### src/dsr_pkg.sv
// Shared constants and types for the dual-channel serial readout block
`default_nettype none
package dsr_pkg;

	// ----------------------------------------
	// Word format and timing
	// ----------------------------------------
	localparam int unsigned RESULT_BITS     = 16;
	localparam int unsigned FIFO_DEPTH      = 8;
	localparam int unsigned CLK_PERIOD_PS   = 20000;
	// Output valid after strobe fall, in picoseconds
	localparam int unsigned SDO_VALID_PS    = 3000;
	localparam int unsigned SDO_RELEASE_PS  = 3000;
	localparam int unsigned ECHOED_SHIFT_CLOCK_VALID_PS = 2000;
	// Longest times round down, never below one cycle
	localparam int unsigned SDO_VALID_CYC   = (SDO_VALID_PS / CLK_PERIOD_PS) < 1 ? 1 :
		SDO_VALID_PS / CLK_PERIOD_PS;
	localparam int unsigned SDO_RELEASE_CYC = (SDO_RELEASE_PS / CLK_PERIOD_PS) < 1 ? 1 :
		SDO_RELEASE_PS / CLK_PERIOD_PS;
	localparam logic [15:0] RESET_WORD      = 16'h0000;

	// ----------------------------------------
	// I/O standard select and sequencer states
	// ----------------------------------------
	typedef enum logic [1:0] {
		DSR_IO_CMOS,
		DSR_IO_LVDS,
		DSR_IO_LVDS_LP
	} dsr_io_type;

	typedef enum logic [1:0] {
		DSR_IDLE,
		DSR_SHIFT,
		DSR_DONE
	} dsr_state_type;

endpackage
`default_nettype wire

### src/dsr_word_if.sv
// Valid/ready word carrier between the readout modules
`timescale 1ns/1ns
`default_nettype none
interface dsr_word_if #(parameter int unsigned WIDTH = 32);
	logic             valid;
	logic             ready;
	logic [WIDTH-1:0] data;
	modport src (output valid, output data, input ready);
	modport dst (input valid, input data, output ready);
endinterface
`default_nettype wire

### src/dsr_fifo.sv
// Parameterised synchronous FIFO with valid/ready on both sides
`timescale 1ns/1ns
`default_nettype none
module dsr_fifo #(
	parameter int unsigned WIDTH = 32,
	parameter int unsigned DEPTH = 8
) (
	input  wire logic core_clk,
	input  wire logic sys_rst,
	input  wire logic clk_en,
	dsr_word_if.dst   wr,
	dsr_word_if.src   rd
);
	localparam int unsigned AW = $clog2(DEPTH);

	logic [WIDTH-1:0] mem_q [DEPTH];
	logic [AW-1:0]    wptr_q, wptr_d, rptr_q, rptr_d;
	logic [AW:0]      cnt_q, cnt_d;
	logic             push, pop;

	// ----------------------------------------
	// Pointer and count update
	// ----------------------------------------
	always_comb begin
		push   = wr.valid && (cnt_q != (AW+1)'(DEPTH)) && clk_en;
		pop    = rd.ready && (cnt_q != '0) && clk_en;
		wptr_d = push ? ((wptr_q == AW'(DEPTH - 1)) ? '0 : wptr_q + 1'b1) : wptr_q;
		rptr_d = pop ? ((rptr_q == AW'(DEPTH - 1)) ? '0 : rptr_q + 1'b1) : rptr_q;
		cnt_d  = cnt_q + (AW+1)'(push) - (AW+1)'(pop);
	end

	always_ff @(posedge core_clk) begin
		if (sys_rst) begin
			wptr_q <= '0;
			rptr_q <= '0;
			cnt_q  <= '0;
		end else begin
			wptr_q <= wptr_d;
			rptr_q <= rptr_d;
			cnt_q  <= cnt_d;
		end
	end

	// Storage has no reset so it can map to distributed RAM
	always_ff @(posedge core_clk) begin
		if (push) begin
			mem_q[wptr_q] <= wr.data;
		end
	end

	assign wr.ready = (cnt_q != (AW+1)'(DEPTH));
	assign rd.valid = (cnt_q != '0);
	assign rd.data  = mem_q[rptr_q];
endmodule // dsr_fifo
`default_nettype wire

### src/dsr_readout.sv
// Dual-channel conversion start and serial readout, device side
//
// Contract
// - Strobe falling edge holds the sample and starts a conversion cycle.
// - Strobe is single-ended whatever standard; host drives it low-jitter.
// - Each shift falling edge advances both channels one bit, MSB first.
// - Valid data appears within 3 ns after strobe falls; the code drives it on the fourth core_clk edge after the fall.
// - Outputs release to high impedance within 3 ns after strobe rises; the code releases them on the fourth core_clk edge after the rise.
// - Echoed clock derived from shift clock, skew-matched to data.
// - Data changes after echoed-clock fall, valid within 2 ns.
// - CMOS mode drives positive pins only; negative pins unused.
// - LVDS mode drives data and echoed clock as differential pairs.
// - CMOS mode: negative echoed-clock pin held high disables echoed clock.
// - Zero input sits between all-zeros and all-ones codes.
// - Result words are two's complement.
// - Data shifted is the previous conversion result: one cycle latency.
// - Static mode input selects CMOS, LVDS or low-power LVDS.
`timescale 1ns/1ns
`default_nettype none
module dsr_readout
	import dsr_pkg::*;
#(
	parameter int unsigned BITS  = RESULT_BITS,
	parameter int unsigned DEPTH = FIFO_DEPTH
) (
	input  wire logic            core_clk,
	input  wire logic            sys_rst,
	input  wire logic            clk_en,
	input  wire logic            conv_start_n,
	input  wire logic            shift_clk,
	input  wire logic [1:0]      io_mode_pin,
	input  wire logic            echo_disable_pin,
	input  wire logic            result_valid,
	input  wire logic [BITS-1:0] first_channel_result,
	input  wire logic [BITS-1:0] second_channel_result,
	output logic                 result_ready,
	output logic                 sample_hold,
	output logic                 first_channel_serial_out_p,
	output logic                 first_channel_serial_out_n,
	output logic                 first_channel_serial_oe,
	output logic                 second_channel_serial_out_p,
	output logic                 second_channel_serial_out_n,
	output logic                 second_channel_serial_oe,
	output logic                 echoed_shift_clock_p,
	output logic                 echoed_shift_clock_n,
	output logic                 echoed_shift_clock_oe,
	output logic                 overrun
);
	localparam int unsigned CW = $clog2(BITS + 1);

	// ----------------------------------------
	// Pin synchronisers: three stages, change taken when stages two and three agree
	// ----------------------------------------
	logic [2:0] cnv_sync_q, cnv_sync_d;
	logic [2:0] sck_sync_q, sck_sync_d;
	logic [2:0] dis_sync_q, dis_sync_d;
	logic       cnv_lvl_q, cnv_lvl_d;
	logic       sck_lvl_q, sck_lvl_d;
	logic       dis_lvl_q, dis_lvl_d;
	logic       cnv_fall, cnv_rise, sck_fall, sck_rise;

	always_comb begin
		cnv_sync_d = {cnv_sync_q[1:0], conv_start_n};
		sck_sync_d = {sck_sync_q[1:0], shift_clk};
		dis_sync_d = {dis_sync_q[1:0], echo_disable_pin};
		cnv_lvl_d  = (cnv_sync_q[2] == cnv_sync_q[1]) ? cnv_sync_q[2] : cnv_lvl_q;
		sck_lvl_d  = (sck_sync_q[2] == sck_sync_q[1]) ? sck_sync_q[2] : sck_lvl_q;
		dis_lvl_d  = (dis_sync_q[2] == dis_sync_q[1]) ? dis_sync_q[2] : dis_lvl_q;
		cnv_fall   = cnv_lvl_q && !cnv_lvl_d;
		cnv_rise   = !cnv_lvl_q && cnv_lvl_d;
		sck_fall   = sck_lvl_q && !sck_lvl_d;
		sck_rise   = !sck_lvl_q && sck_lvl_d;
	end

	always_ff @(posedge core_clk) begin
		// Idle levels preloaded so reset release makes no false edge
		if (sys_rst) begin
			cnv_sync_q <= 3'h7;
			sck_sync_q <= 3'h0;
			dis_sync_q <= 3'h0;
			cnv_lvl_q  <= 1'b1;
			sck_lvl_q  <= 1'b0;
			dis_lvl_q  <= 1'b0;
		end else if (clk_en) begin
			cnv_sync_q <= cnv_sync_d;
			sck_sync_q <= sck_sync_d;
			dis_sync_q <= dis_sync_d;
			cnv_lvl_q  <= cnv_lvl_d;
			sck_lvl_q  <= sck_lvl_d;
			dis_lvl_q  <= dis_lvl_d;
		end
	end

	// ----------------------------------------
	// Mode strap, caught after reset release
	// ----------------------------------------
	dsr_io_type mode_q, mode_d;
	logic       mode_caught_q, mode_caught_d;

	// A strap that moves later is ignored until the next reset
	always_comb begin
		mode_d        = mode_q;
		mode_caught_d = 1'b1;
		if (!mode_caught_q) begin
			unique case (io_mode_pin)
				2'h0:    mode_d = DSR_IO_CMOS;
				2'h1:    mode_d = DSR_IO_LVDS;
				default: mode_d = DSR_IO_LVDS_LP;
			endcase
		end
	end

	always_ff @(posedge core_clk) begin
		if (sys_rst) begin
			mode_q        <= DSR_IO_CMOS;
			mode_caught_q <= 1'b0;
		end else if (clk_en) begin
			mode_q        <= mode_d;
			mode_caught_q <= mode_caught_d;
		end
	end

	// ----------------------------------------
	// Result FIFO between the converter core and the shifter
	// ----------------------------------------
	dsr_word_if #(.WIDTH(2 * BITS)) core_word ();
	dsr_word_if #(.WIDTH(2 * BITS)) shift_word ();

	assign core_word.valid = result_valid;
	// Two's complement words pass through unaltered; zero sits at the sign boundary
	assign core_word.data  = {first_channel_result, second_channel_result};

	dsr_fifo #(
		.WIDTH (2 * BITS),
		.DEPTH (DEPTH)
	) u_fifo (
		.core_clk (core_clk),
		.sys_rst  (sys_rst),
		.clk_en   (clk_en),
		.wr       (core_word),
		.rd       (shift_word)
	);

	// ----------------------------------------
	// Conversion and shift sequencer
	// ----------------------------------------
	dsr_state_type    state_q, state_d;
	logic [BITS-1:0]  sh1_q, sh1_d, sh2_q, sh2_d;
	logic [BITS-1:0]  last1_q, last1_d, last2_q, last2_d;
	logic [CW-1:0]    cnt_q, cnt_d;
	logic             drive_q, drive_d;
	logic             hold_q, hold_d;
	logic             eclk_q, eclk_d;
	logic             ovr_q, ovr_d;
	logic             rdy_q, rdy_d;
	logic             pop;

	assign shift_word.ready = pop;

	always_comb begin
		state_d = state_q;
		sh1_d   = sh1_q;
		sh2_d   = sh2_q;
		last1_d = last1_q;
		last2_d = last2_q;
		cnt_d   = cnt_q;
		drive_d = drive_q;
		hold_d  = hold_q;
		eclk_d  = eclk_q;
		pop     = 1'b0;
		rdy_d   = core_word.ready;
		if (cnv_fall) begin
			// Sampler holds and both channels load the previous result together
			hold_d  = 1'b1;
			sh1_d   = last1_q;
			sh2_d   = last2_q;
			// One finished result is taken per conversion; bursts wait in the FIFO
			if (shift_word.valid) begin
				pop     = 1'b1;
				last1_d = shift_word.data[2*BITS-1:BITS];
				last2_d = shift_word.data[BITS-1:0];
			end
			cnt_d   = CW'(BITS);
			drive_d = 1'b1;
			eclk_d  = 1'b0;
			state_d = DSR_SHIFT;
		end else if (cnv_rise) begin
			hold_d  = 1'b0;
			drive_d = 1'b0;
			state_d = DSR_IDLE;
		end else if (state_q == DSR_SHIFT) begin
			if (sck_rise) begin
				eclk_d = 1'b1;
			end
			if (sck_fall) begin
				eclk_d = 1'b0;
				sh1_d  = {sh1_q[BITS-2:0], 1'b0};
				sh2_d  = {sh2_q[BITS-2:0], 1'b0};
				cnt_d  = cnt_q - 1'b1;
				if (cnt_q == CW'(1)) begin
					state_d = DSR_DONE;
				end
			end
		end
	end

	always_ff @(posedge core_clk) begin
		if (sys_rst) begin
			state_q <= DSR_IDLE;
			sh1_q   <= RESET_WORD;
			sh2_q   <= RESET_WORD;
			last1_q <= RESET_WORD;
			last2_q <= RESET_WORD;
			cnt_q   <= '0;
			drive_q <= 1'b0;
			hold_q  <= 1'b0;
			eclk_q  <= 1'b0;
			rdy_q   <= 1'b0;
		end else if (clk_en) begin
			state_q <= state_d;
			sh1_q   <= sh1_d;
			sh2_q   <= sh2_d;
			last1_q <= last1_d;
			last2_q <= last2_d;
			cnt_q   <= cnt_d;
			drive_q <= drive_d;
			hold_q  <= hold_d;
			eclk_q  <= eclk_d;
			rdy_q   <= rdy_d;
		end
	end

	// ----------------------------------------
	// Overrun flag: strobe fell again before the last frame finished
	// ----------------------------------------
	always_comb begin
		ovr_d = ovr_q;
		// Sticky until reset so a host that checks late still sees it
		if (cnv_fall && cnt_q != '0) begin
			ovr_d = 1'b1;
		end
	end

	always_ff @(posedge core_clk) begin
		if (sys_rst) begin
			ovr_q <= 1'b0;
		end else if (clk_en) begin
			ovr_q <= ovr_d;
		end
	end

	// ----------------------------------------
	// Pin drivers, all registered
	// ----------------------------------------
	logic lvds, eclk_en;
	logic d1p_q, d1n_q, d2p_q, d2n_q, ckp_q, ckn_q, oe_q, ckoe_q;

	// In LVDS the negative pins mirror the positive ones even while released
	always_comb begin
		lvds    = (mode_q != DSR_IO_CMOS);
		// Disable strap only counts in CMOS; host then latches on its own clock
		eclk_en = lvds || !dis_lvl_q;
	end

	always_ff @(posedge core_clk) begin
		if (sys_rst) begin
			d1p_q  <= 1'b0;
			d1n_q  <= 1'b0;
			d2p_q  <= 1'b0;
			d2n_q  <= 1'b0;
			ckp_q  <= 1'b0;
			ckn_q  <= 1'b0;
			oe_q   <= 1'b0;
			ckoe_q <= 1'b0;
		end else if (clk_en) begin
			d1p_q  <= sh1_d[BITS-1];
			d2p_q  <= sh2_d[BITS-1];
			d1n_q  <= lvds & ~sh1_d[BITS-1];
			d2n_q  <= lvds & ~sh2_d[BITS-1];
			ckp_q  <= eclk_d & eclk_en;
			ckn_q  <= lvds & ~eclk_d;
			oe_q   <= drive_d;
			ckoe_q <= drive_d & eclk_en;
		end
	end

	assign first_channel_serial_out_p  = d1p_q;
	assign first_channel_serial_out_n  = d1n_q;
	assign first_channel_serial_oe     = oe_q;
	assign second_channel_serial_out_p = d2p_q;
	assign second_channel_serial_out_n = d2n_q;
	assign second_channel_serial_oe    = oe_q;
	assign echoed_shift_clock_p        = ckp_q;
	assign echoed_shift_clock_n        = ckn_q;
	assign echoed_shift_clock_oe       = ckoe_q;
	assign sample_hold                 = hold_q;
	assign overrun                     = ovr_q;
	assign result_ready                = rdy_q;
endmodule // dsr_readout
`default_nettype wire

### config.mk
export PLATFORM = sky130hd
export DESIGN_NAME = dsr_readout
export DESIGN_NICKNAME = d
export VERILOG_FILES = /design/src/dsr_pkg.sv /design/src/dsr_word_if.sv /design/src/dsr_fifo.sv /design/src/dsr_readout.sv
export SDC_FILE = /design/constraint.sdc
export NUM_CORES = 1
export LEC_CHECK = 0
export BUFFER_PORTS_ARGS = -buffer_cell sky130_fd_sc_hd__buf_4
export CAP_MARGIN = 40
export CELL_PAD_IN_SITES_DETAIL_PLACEMENT = 0
export CELL_PAD_IN_SITES_GLOBAL_PLACEMENT = 1
export CORE_MARGIN = 2
export CORE_UTILIZATION = 45
export CTS_CLUSTER_SIZE = 30
export DETAILED_ROUTE_END_ITERATION = 6
export PLACE_DENSITY = 0.73
export SLEW_MARGIN = 20
export SYNTH_ARGS = -nofsm -noshare
export SYNTH_HDL_FRONTEND = slang
export SYNTH_SLANG_ARGS = --single-unit
### constraint.sdc
create_clock -name core_clk -period 5.4 [get_ports core_clk]
set_input_delay 0.27 -clock core_clk [delete_from_list [all_inputs] [get_ports core_clk]]
set_output_delay 0.27 -clock core_clk [all_outputs]
set_load 0.01 [all_outputs]
==> flow_summary.json, run 1 <==
{
  "regArea_mm2": 0.009814,
  "rsz0062_at_grt": "no",
  "drt_wl_total_mm": 29.34,
  "fp-row-count": 65,
  "rr_worst_depth": 13,
  "die_w_um": 182.3,
  "hp-class": "input port to flip-flop",
  "nets": 1115,
  "leakage_nw": 5.438,
  "wl_per_cell_um": 19.70,
  "synth-seq-cells": 362,
  "status": "finished clean",
  "cp.required_ns": 5.80,
  "cts_resized": 0,
  "final_cell_mix": "edfxtp_1, nor2_1, dfxtp_1",
  "drc_errors": 0,
  "cts_buffer_depth": 3,
  "vias_per_cell": 5.440,
  "slew_violations": 0,
  "critical_path_class": "flip-flop to flip-flop",
  "htree_levels": 2,
  "port_buffers": 52,
  "clk_latency_ns": 0.53,
  "cts_tree": "yes",
  "pin_count": 53,
  "final_core_util": 0.5332,
  "ys_types": 57,
  "cts_hold_buf": 34,
  "cts_sinks": 362,
  "path_clk_slew_ns": 0.06,
  "startpoint_type": "flip-flop",
  "synth_async_sr_flop_share": 0,
  "drv_cap": 0,
  "dieArea_mm2": 0.03322,
  "slew_headroom": 0.5484,
  "final_cells": 1489,
  "clock_skew_ns": 0.01206,
  "routabilityCongestion": 0.7298,
  "ys_seq_area_frac": 0.6860,
  "powerDensity_mw_per_mm2": 346.1,
  "grt_max_degree": 71,
  "post-route-period-util": 0.7301,
  "endpoint_kind": "flip-flop",
  "drt_pass1_iterations": 7,
  "drtIter0Drc": 544,
  "antennaDiodeCount": 0,
  "postSynthAreaPerCell_um2": 14.71,
  "crit_path_max_fanout": 38,
  "antenna_found_initial": 0,
  "grt-ovfl-total": 0,
  "post-cts-setup-buffers": 0,
  "grt_pass1_vias": 8187,
  "synth_area_mm2": 0.01430,
  "cp.arrival_ns": 4.34,
  "antenna_left": 0,
  "detailed_place_hpwl_mm": 15.87,
  "multiInputGateArea_mm2": 0.004177,
  "root_buffer": "clkbuf_16",
  "hold_violations": 0,
  "start_util": 0.4555,
  "cts_inserted_buffers": 38,
  "floorplan.die.height_um": 182.3,
  "worstMarginPinSlew_ns": 0.6774,
  "yosysWarningCount": 0,
  "finalSetupTns_ns": 0,
  "mostFrequentLayoutCell": "edfxtp_1",
  "synth_edf_count": 256,
  "syn_nets": 1030,
  "synth_cells": 972,
  "numPlacedInstances": 1384,
  "ir_drop_mv": 0.2591,
  "coreArea_mm2": 0.03139,
  "setup_viol": 0,
  "track_usage": 0.1805,
  "fmax_ghz": 0.2536,
  "fillCellCount": 2577,
  "grt_pass1_wl_mm": 46.06,
  "syn_to_final_growth_pct": 17.05,
  "vias": 8100,
  "min_period_ns": 3.943,
  "min_delay_path_depth": 3,
  "drive_above_1_share": 0.1803,
  "synth_flop_cell": "edfxtp_1"
}
==> cells by family after synthesis <==
logic type,share of synthesized area
adders and majority gates,0.01610
DFF,0.6860
and+or+nand+nor,0.08392
muxes,0.1040
buffers and inverters,0.02529
AOI/OAI and AO/OA,0.08287
xor gates and xnor gates,0.001838
==> where the power goes <==
part / internal [mW] / leakage (nW) / switching, mW
registers: 3.03 / 3.17 / 0.0228
clock network: 1.44 / 0.569 / 1.02
logic: 0.116 / 1.70 / 0.159
total: 4.59 / 5.44 / 1.21
==> worst paths after layout <==
kind | from | slack, ns | to
setup reg to reg | cnv_lvl_q | 1.46 | u_fifo.cnt_q[2]
hold / removal | shift_clk | 0.009 | sck_sync_q[0]
setup / recovery | cnv_lvl_q | 1.46 | u_fifo.cnt_q[2]
hold reg to reg | mode_q[1] | 0.45 | mode_q[1]
==> cells in the mapped netlist, types with 4 or more instances <==
cell	n	area [um^2]
a211oi_1	33	247.7
a2111oi_0	4	35.03
dfxtp_1	106	2122
o22ai_1	33	206.5
edfxtp_1	256	7687
a21oi_1	13	65.06
nor2_1	123	461.7
a2111oi_2	20	300.3
nand2_1	22	82.58
inv_1	20	75.07
nand2b_1	36	225.2
and2_1	4	25.02
o21ai_0	6	30.03
mux4_2	32	720.7
ha_1	16	200.2
nor3_1	42	210.2
a21o_1	4	30.03
a211o_1	4	35.03
clkbuf_1	45	168.9
nor4_1	4	25.02
buf_2	13	65.06
nor2b_1	4	25.02
nand3b_1	4	30.03
mux2i_1	75	750.7
==> per-stage QoR <==
stage | total power [mW] | instance area (um^2) | hold slack [ns] | worst slack [ns]
after global routing | 6.007 | 16740 | 0.02698 | 1.066
after floorplan | 3.265 | 14300 | 0.3689 | 1.084
after global placement | 3.363 | 15110 | 0.4437 | 0.8659
after detailed placement | 3.370 | 15180 | 0.4485 | 1.431
after CTS | 5.858 | 16710 | 0.003102 | 1.423
final | 5.792 | 16740 | 0.008537 | 1.457
==> metal layers <==
metal / global-route usage / vias up / share of wire
met4: 0.05323 / 0 / 0.018
met3: 0.02495 / 39 / 0.038
met1: 0.2357 / 4045 / 0.44
met5: 0 / - / 0
li1: - / 3864 / -
met2: 0.3157 / 152 / 0.51
==> critical path, stage by stage (launching register included) <==
cell	delay, ns
dfxtp_1	0.38
maj3_1	0.26
inv_1	0.06
ha_1	0.41
nand2_1	0.22
a21o_1	0.10
buf_4	0.43
clkinv_1	0.58
ha_1	0.48
inv_1	0.04
ha_1	0.21
fa_1	0.42
xnor2_1	0.16
nor2_1	0.05
==> sequential cells by signal, indices dropped and copies added (netlist names), 2 cells and up <==
| signal | flops |
|---|---|
| last2_q | 16 |
| last1_q | 16 |
| dis_sync_q | 3 |
| sh1_q | 16 |
| u_fifo.wptr_q | 3 |
| sck_sync_q | 3 |
| cnt_q | 5 |
| u_fifo.rptr_q | 3 |
| sh2_q | 16 |
| state_q | 2 |
| u_fifo.cnt_q | 4 |
| mode_q | 2 |
| cnv_sync_q | 3 |
| u_fifo.mem_q | 256 |
==> layout make-up <==
type	count	share of cell area
clock buffers	60	0.06481
clock inverters	10	0.006279
inverters	22	0.004934
multi-input cells	524	0.2495
flip-flops and latches	362	0.5864
well taps	402	0.03005
repair buffers	109	0.05801
Note: power is estimated with default switching activity, not from simulation.
==> inputs of run 2 (changes only) <==
- PLACE_DENSITY: 0.73 -> 0.76
- clock period: 5.4 -> 3.6 ns (I/O delays scaled with it)
==> run 2 against run 1 <==
Register-to-register slack lost 0.32 ns. Critical path type unchanged. Combinational power grew 54%. Count of clock-buffer cells in the layout increased by 3. Sequential power increased by 50%. Power up 54%. Setup slack got worse by 0.32 ns. Largest power group unchanged. Non-clock buffer count increased by 8. Maximum frequency increased by 60%. First-iteration DRC count rose by 12%. Cell count rose by 0.60%. Die area unchanged. Clock power grew 59%.
==> flow_summary.json, run 2 (synthesis gave the netlist of run 1 again) <==
{
  "status": "finished clean",
  "port_buffers": 52,
  "min_period_ns": 2.462,
  "hp-class": "input port to flip-flop",
  "grt_pass1_wl_mm": 46.99,
  "largest_reg_flops": 256,
  "drt_pass1_iterations": 5,
  "start_util": 0.4555,
  "leakage_nw": 5.531,
  "antennaDiodeCount": 0,
  "floorplan.die.height_um": 182.3,
  "cts_buffer_depth": 3,
  "final_cell_mix": "edfxtp_1, nor2_1, dfxtp_1",
  "drv_cap": 0,
  "routabilityCongestion": 0.7813,
  "final_core_util": 0.5390,
  "critical_path_class": "flip-flop to flip-flop",
  "slew_headroom": 0.5747,
  "grt-ovfl-total": 0,
  "cts_resized": 0,
  "grt_max_degree": 79,
  "cp.arrival_ns": 2.85,
  "cp.required_ns": 3.99,
  "finalSetupTns_ns": 0,
  "rsz0062_at_grt": "no",
  "drc_errors": 0,
  "clk_latency_ns": 0.53,
  "path_clk_slew_ns": 0.06,
  "root_buffer": "clkbuf_16",
  "crit_chain": "maj3_1 -> ha_1 -> nand2b_1 -> o41ai_4 -> buf_4 -> nor2_1 -> a2111oi_0",
  "worstMarginPinSlew_ns": 0.6332,
  "post-cts-setup-buffers": 0,
  "wl_per_cell_um": 19.81,
  "endpoint_kind": "flip-flop",
  "powerDensity_mw_per_mm2": 526.2,
  "hold_violations": 0,
  "grt_pass1_vias": 8231,
  "cts_tree": "yes",
  "fmax_ghz": 0.4061,
  "drtIter0Drc": 607,
  "antenna_left": 0,
  "vias_per_cell": 5.506,
  "setup_viol": 0,
  "drive_above_1_share": 0.1898,
  "die_w_um": 182.3,
  "crit_buf_inv": 1,
  "mostFrequentLayoutCell": "edfxtp_1",
  "top_register": "u_fifo.mem_q",
  "htree_levels": 2,
  "coreArea_mm2": 0.03139,
  "detailed_place_hpwl_mm": 16.77,
  "crit_path_max_fanout": 21,
  "slowest_delay_ns": 0.41,
  "nets": 1124,
  "post-route-period-util": 0.6839,
  "critPathSlowestCell": "maj3_1",
  "slew_violations": 0,
  "vias": 8248,
  "syn_to_final_growth_pct": 18.34,
  "ir_drop_mv": 0.3930,
  "antenna_found_initial": 0,
  "pin_count": 53,
  "fp-row-count": 65,
  "cp_top_family": "compound AO/OA/AOI/OAI gates",
  "drt_wl_total_mm": 29.68,
  "dieArea_mm2": 0.03322,
  "cts_inserted_buffers": 39,
  "cts_sinks": 362,
  "startpoint_type": "flip-flop",
  "clock_skew_ns": 0.02076,
  "track_usage": 0.1826,
  "cts_hold_buf": 36
}
-- run 2: power breakdown --
group	leakage (nW)	switching, mW	internal (mW)	total [mW]
registers	3.17	0.0363	4.55	4.58
clock network	0.627	1.53	2.36	3.90
logic	1.73	0.242	0.181	0.423
total	5.53	1.81	7.09	8.90
-- run 2: cell type report --
cell class | count | area [um^2]
multi-input cells | 524 | 4192
repair buffers | 117 | 1051
well taps | 402 | 503.0
clock buffers | 63 | 1166
fillers | 2538 | 14470
clock inverters | 8 | 112.6
flip-flops and latches | 362 | 9814
inverters | 22 | 82.58
-- run 2: worst paths after layout --
| path | from | to | slack [ns] | cells after the start |
|---|---|---|---|---|
| worst max-delay path | cnv_sync_q[1] | sh2_q[4] | 1.14 | 7 |
| worst min-delay path | io_mode_pin[0] | mode_q[0] | 0.09 | 4 |
| worst max register to register | cnv_sync_q[1] | sh2_q[4] | 1.14 | 7 |
| worst min register to register | mode_q[1] | mode_q[1] | 0.46 | 2 |
-- run 2: worst min-delay path, stage by stage --
cell and delay [ns]:
buf_4 0.10, nor3b_1 0.13, a21oi_1 0.11, nor2_1 0.04
-- run 2: metrics by stage --
| stage | hold WS, ns | worst slack, ns | cell area, um^2 | cells | power (mW) |
|---|---|---|---|---|---|
| floorplan | 0.2789 | 0.1333 | 14310 | 972 | 4.897 |
| global placement | 0.3953 | 1.168 | 15250 | 1389 | 5.057 |
| detailed placement | 0.4070 | 1.126 | 15260 | 1390 | 5.066 |
| CTS | 0.06807 | 1.121 | 16900 | 1497 | 9.001 |
| global route | 0.08269 | 0.8599 | 16920 | 1498 | 9.223 |
| finish | 0.08673 | 1.138 | 16920 | 1498 | 8.905 |
-- run 2: layer usage --
layer	track usage	vias up	share of wire
met1	0.2504	4147	0.44
met5	0	-	0
li1	-	3894	-
met2	0.3090	172	0.50
met4	0.04613	0	0.015
met3	0.02534	35	0.041
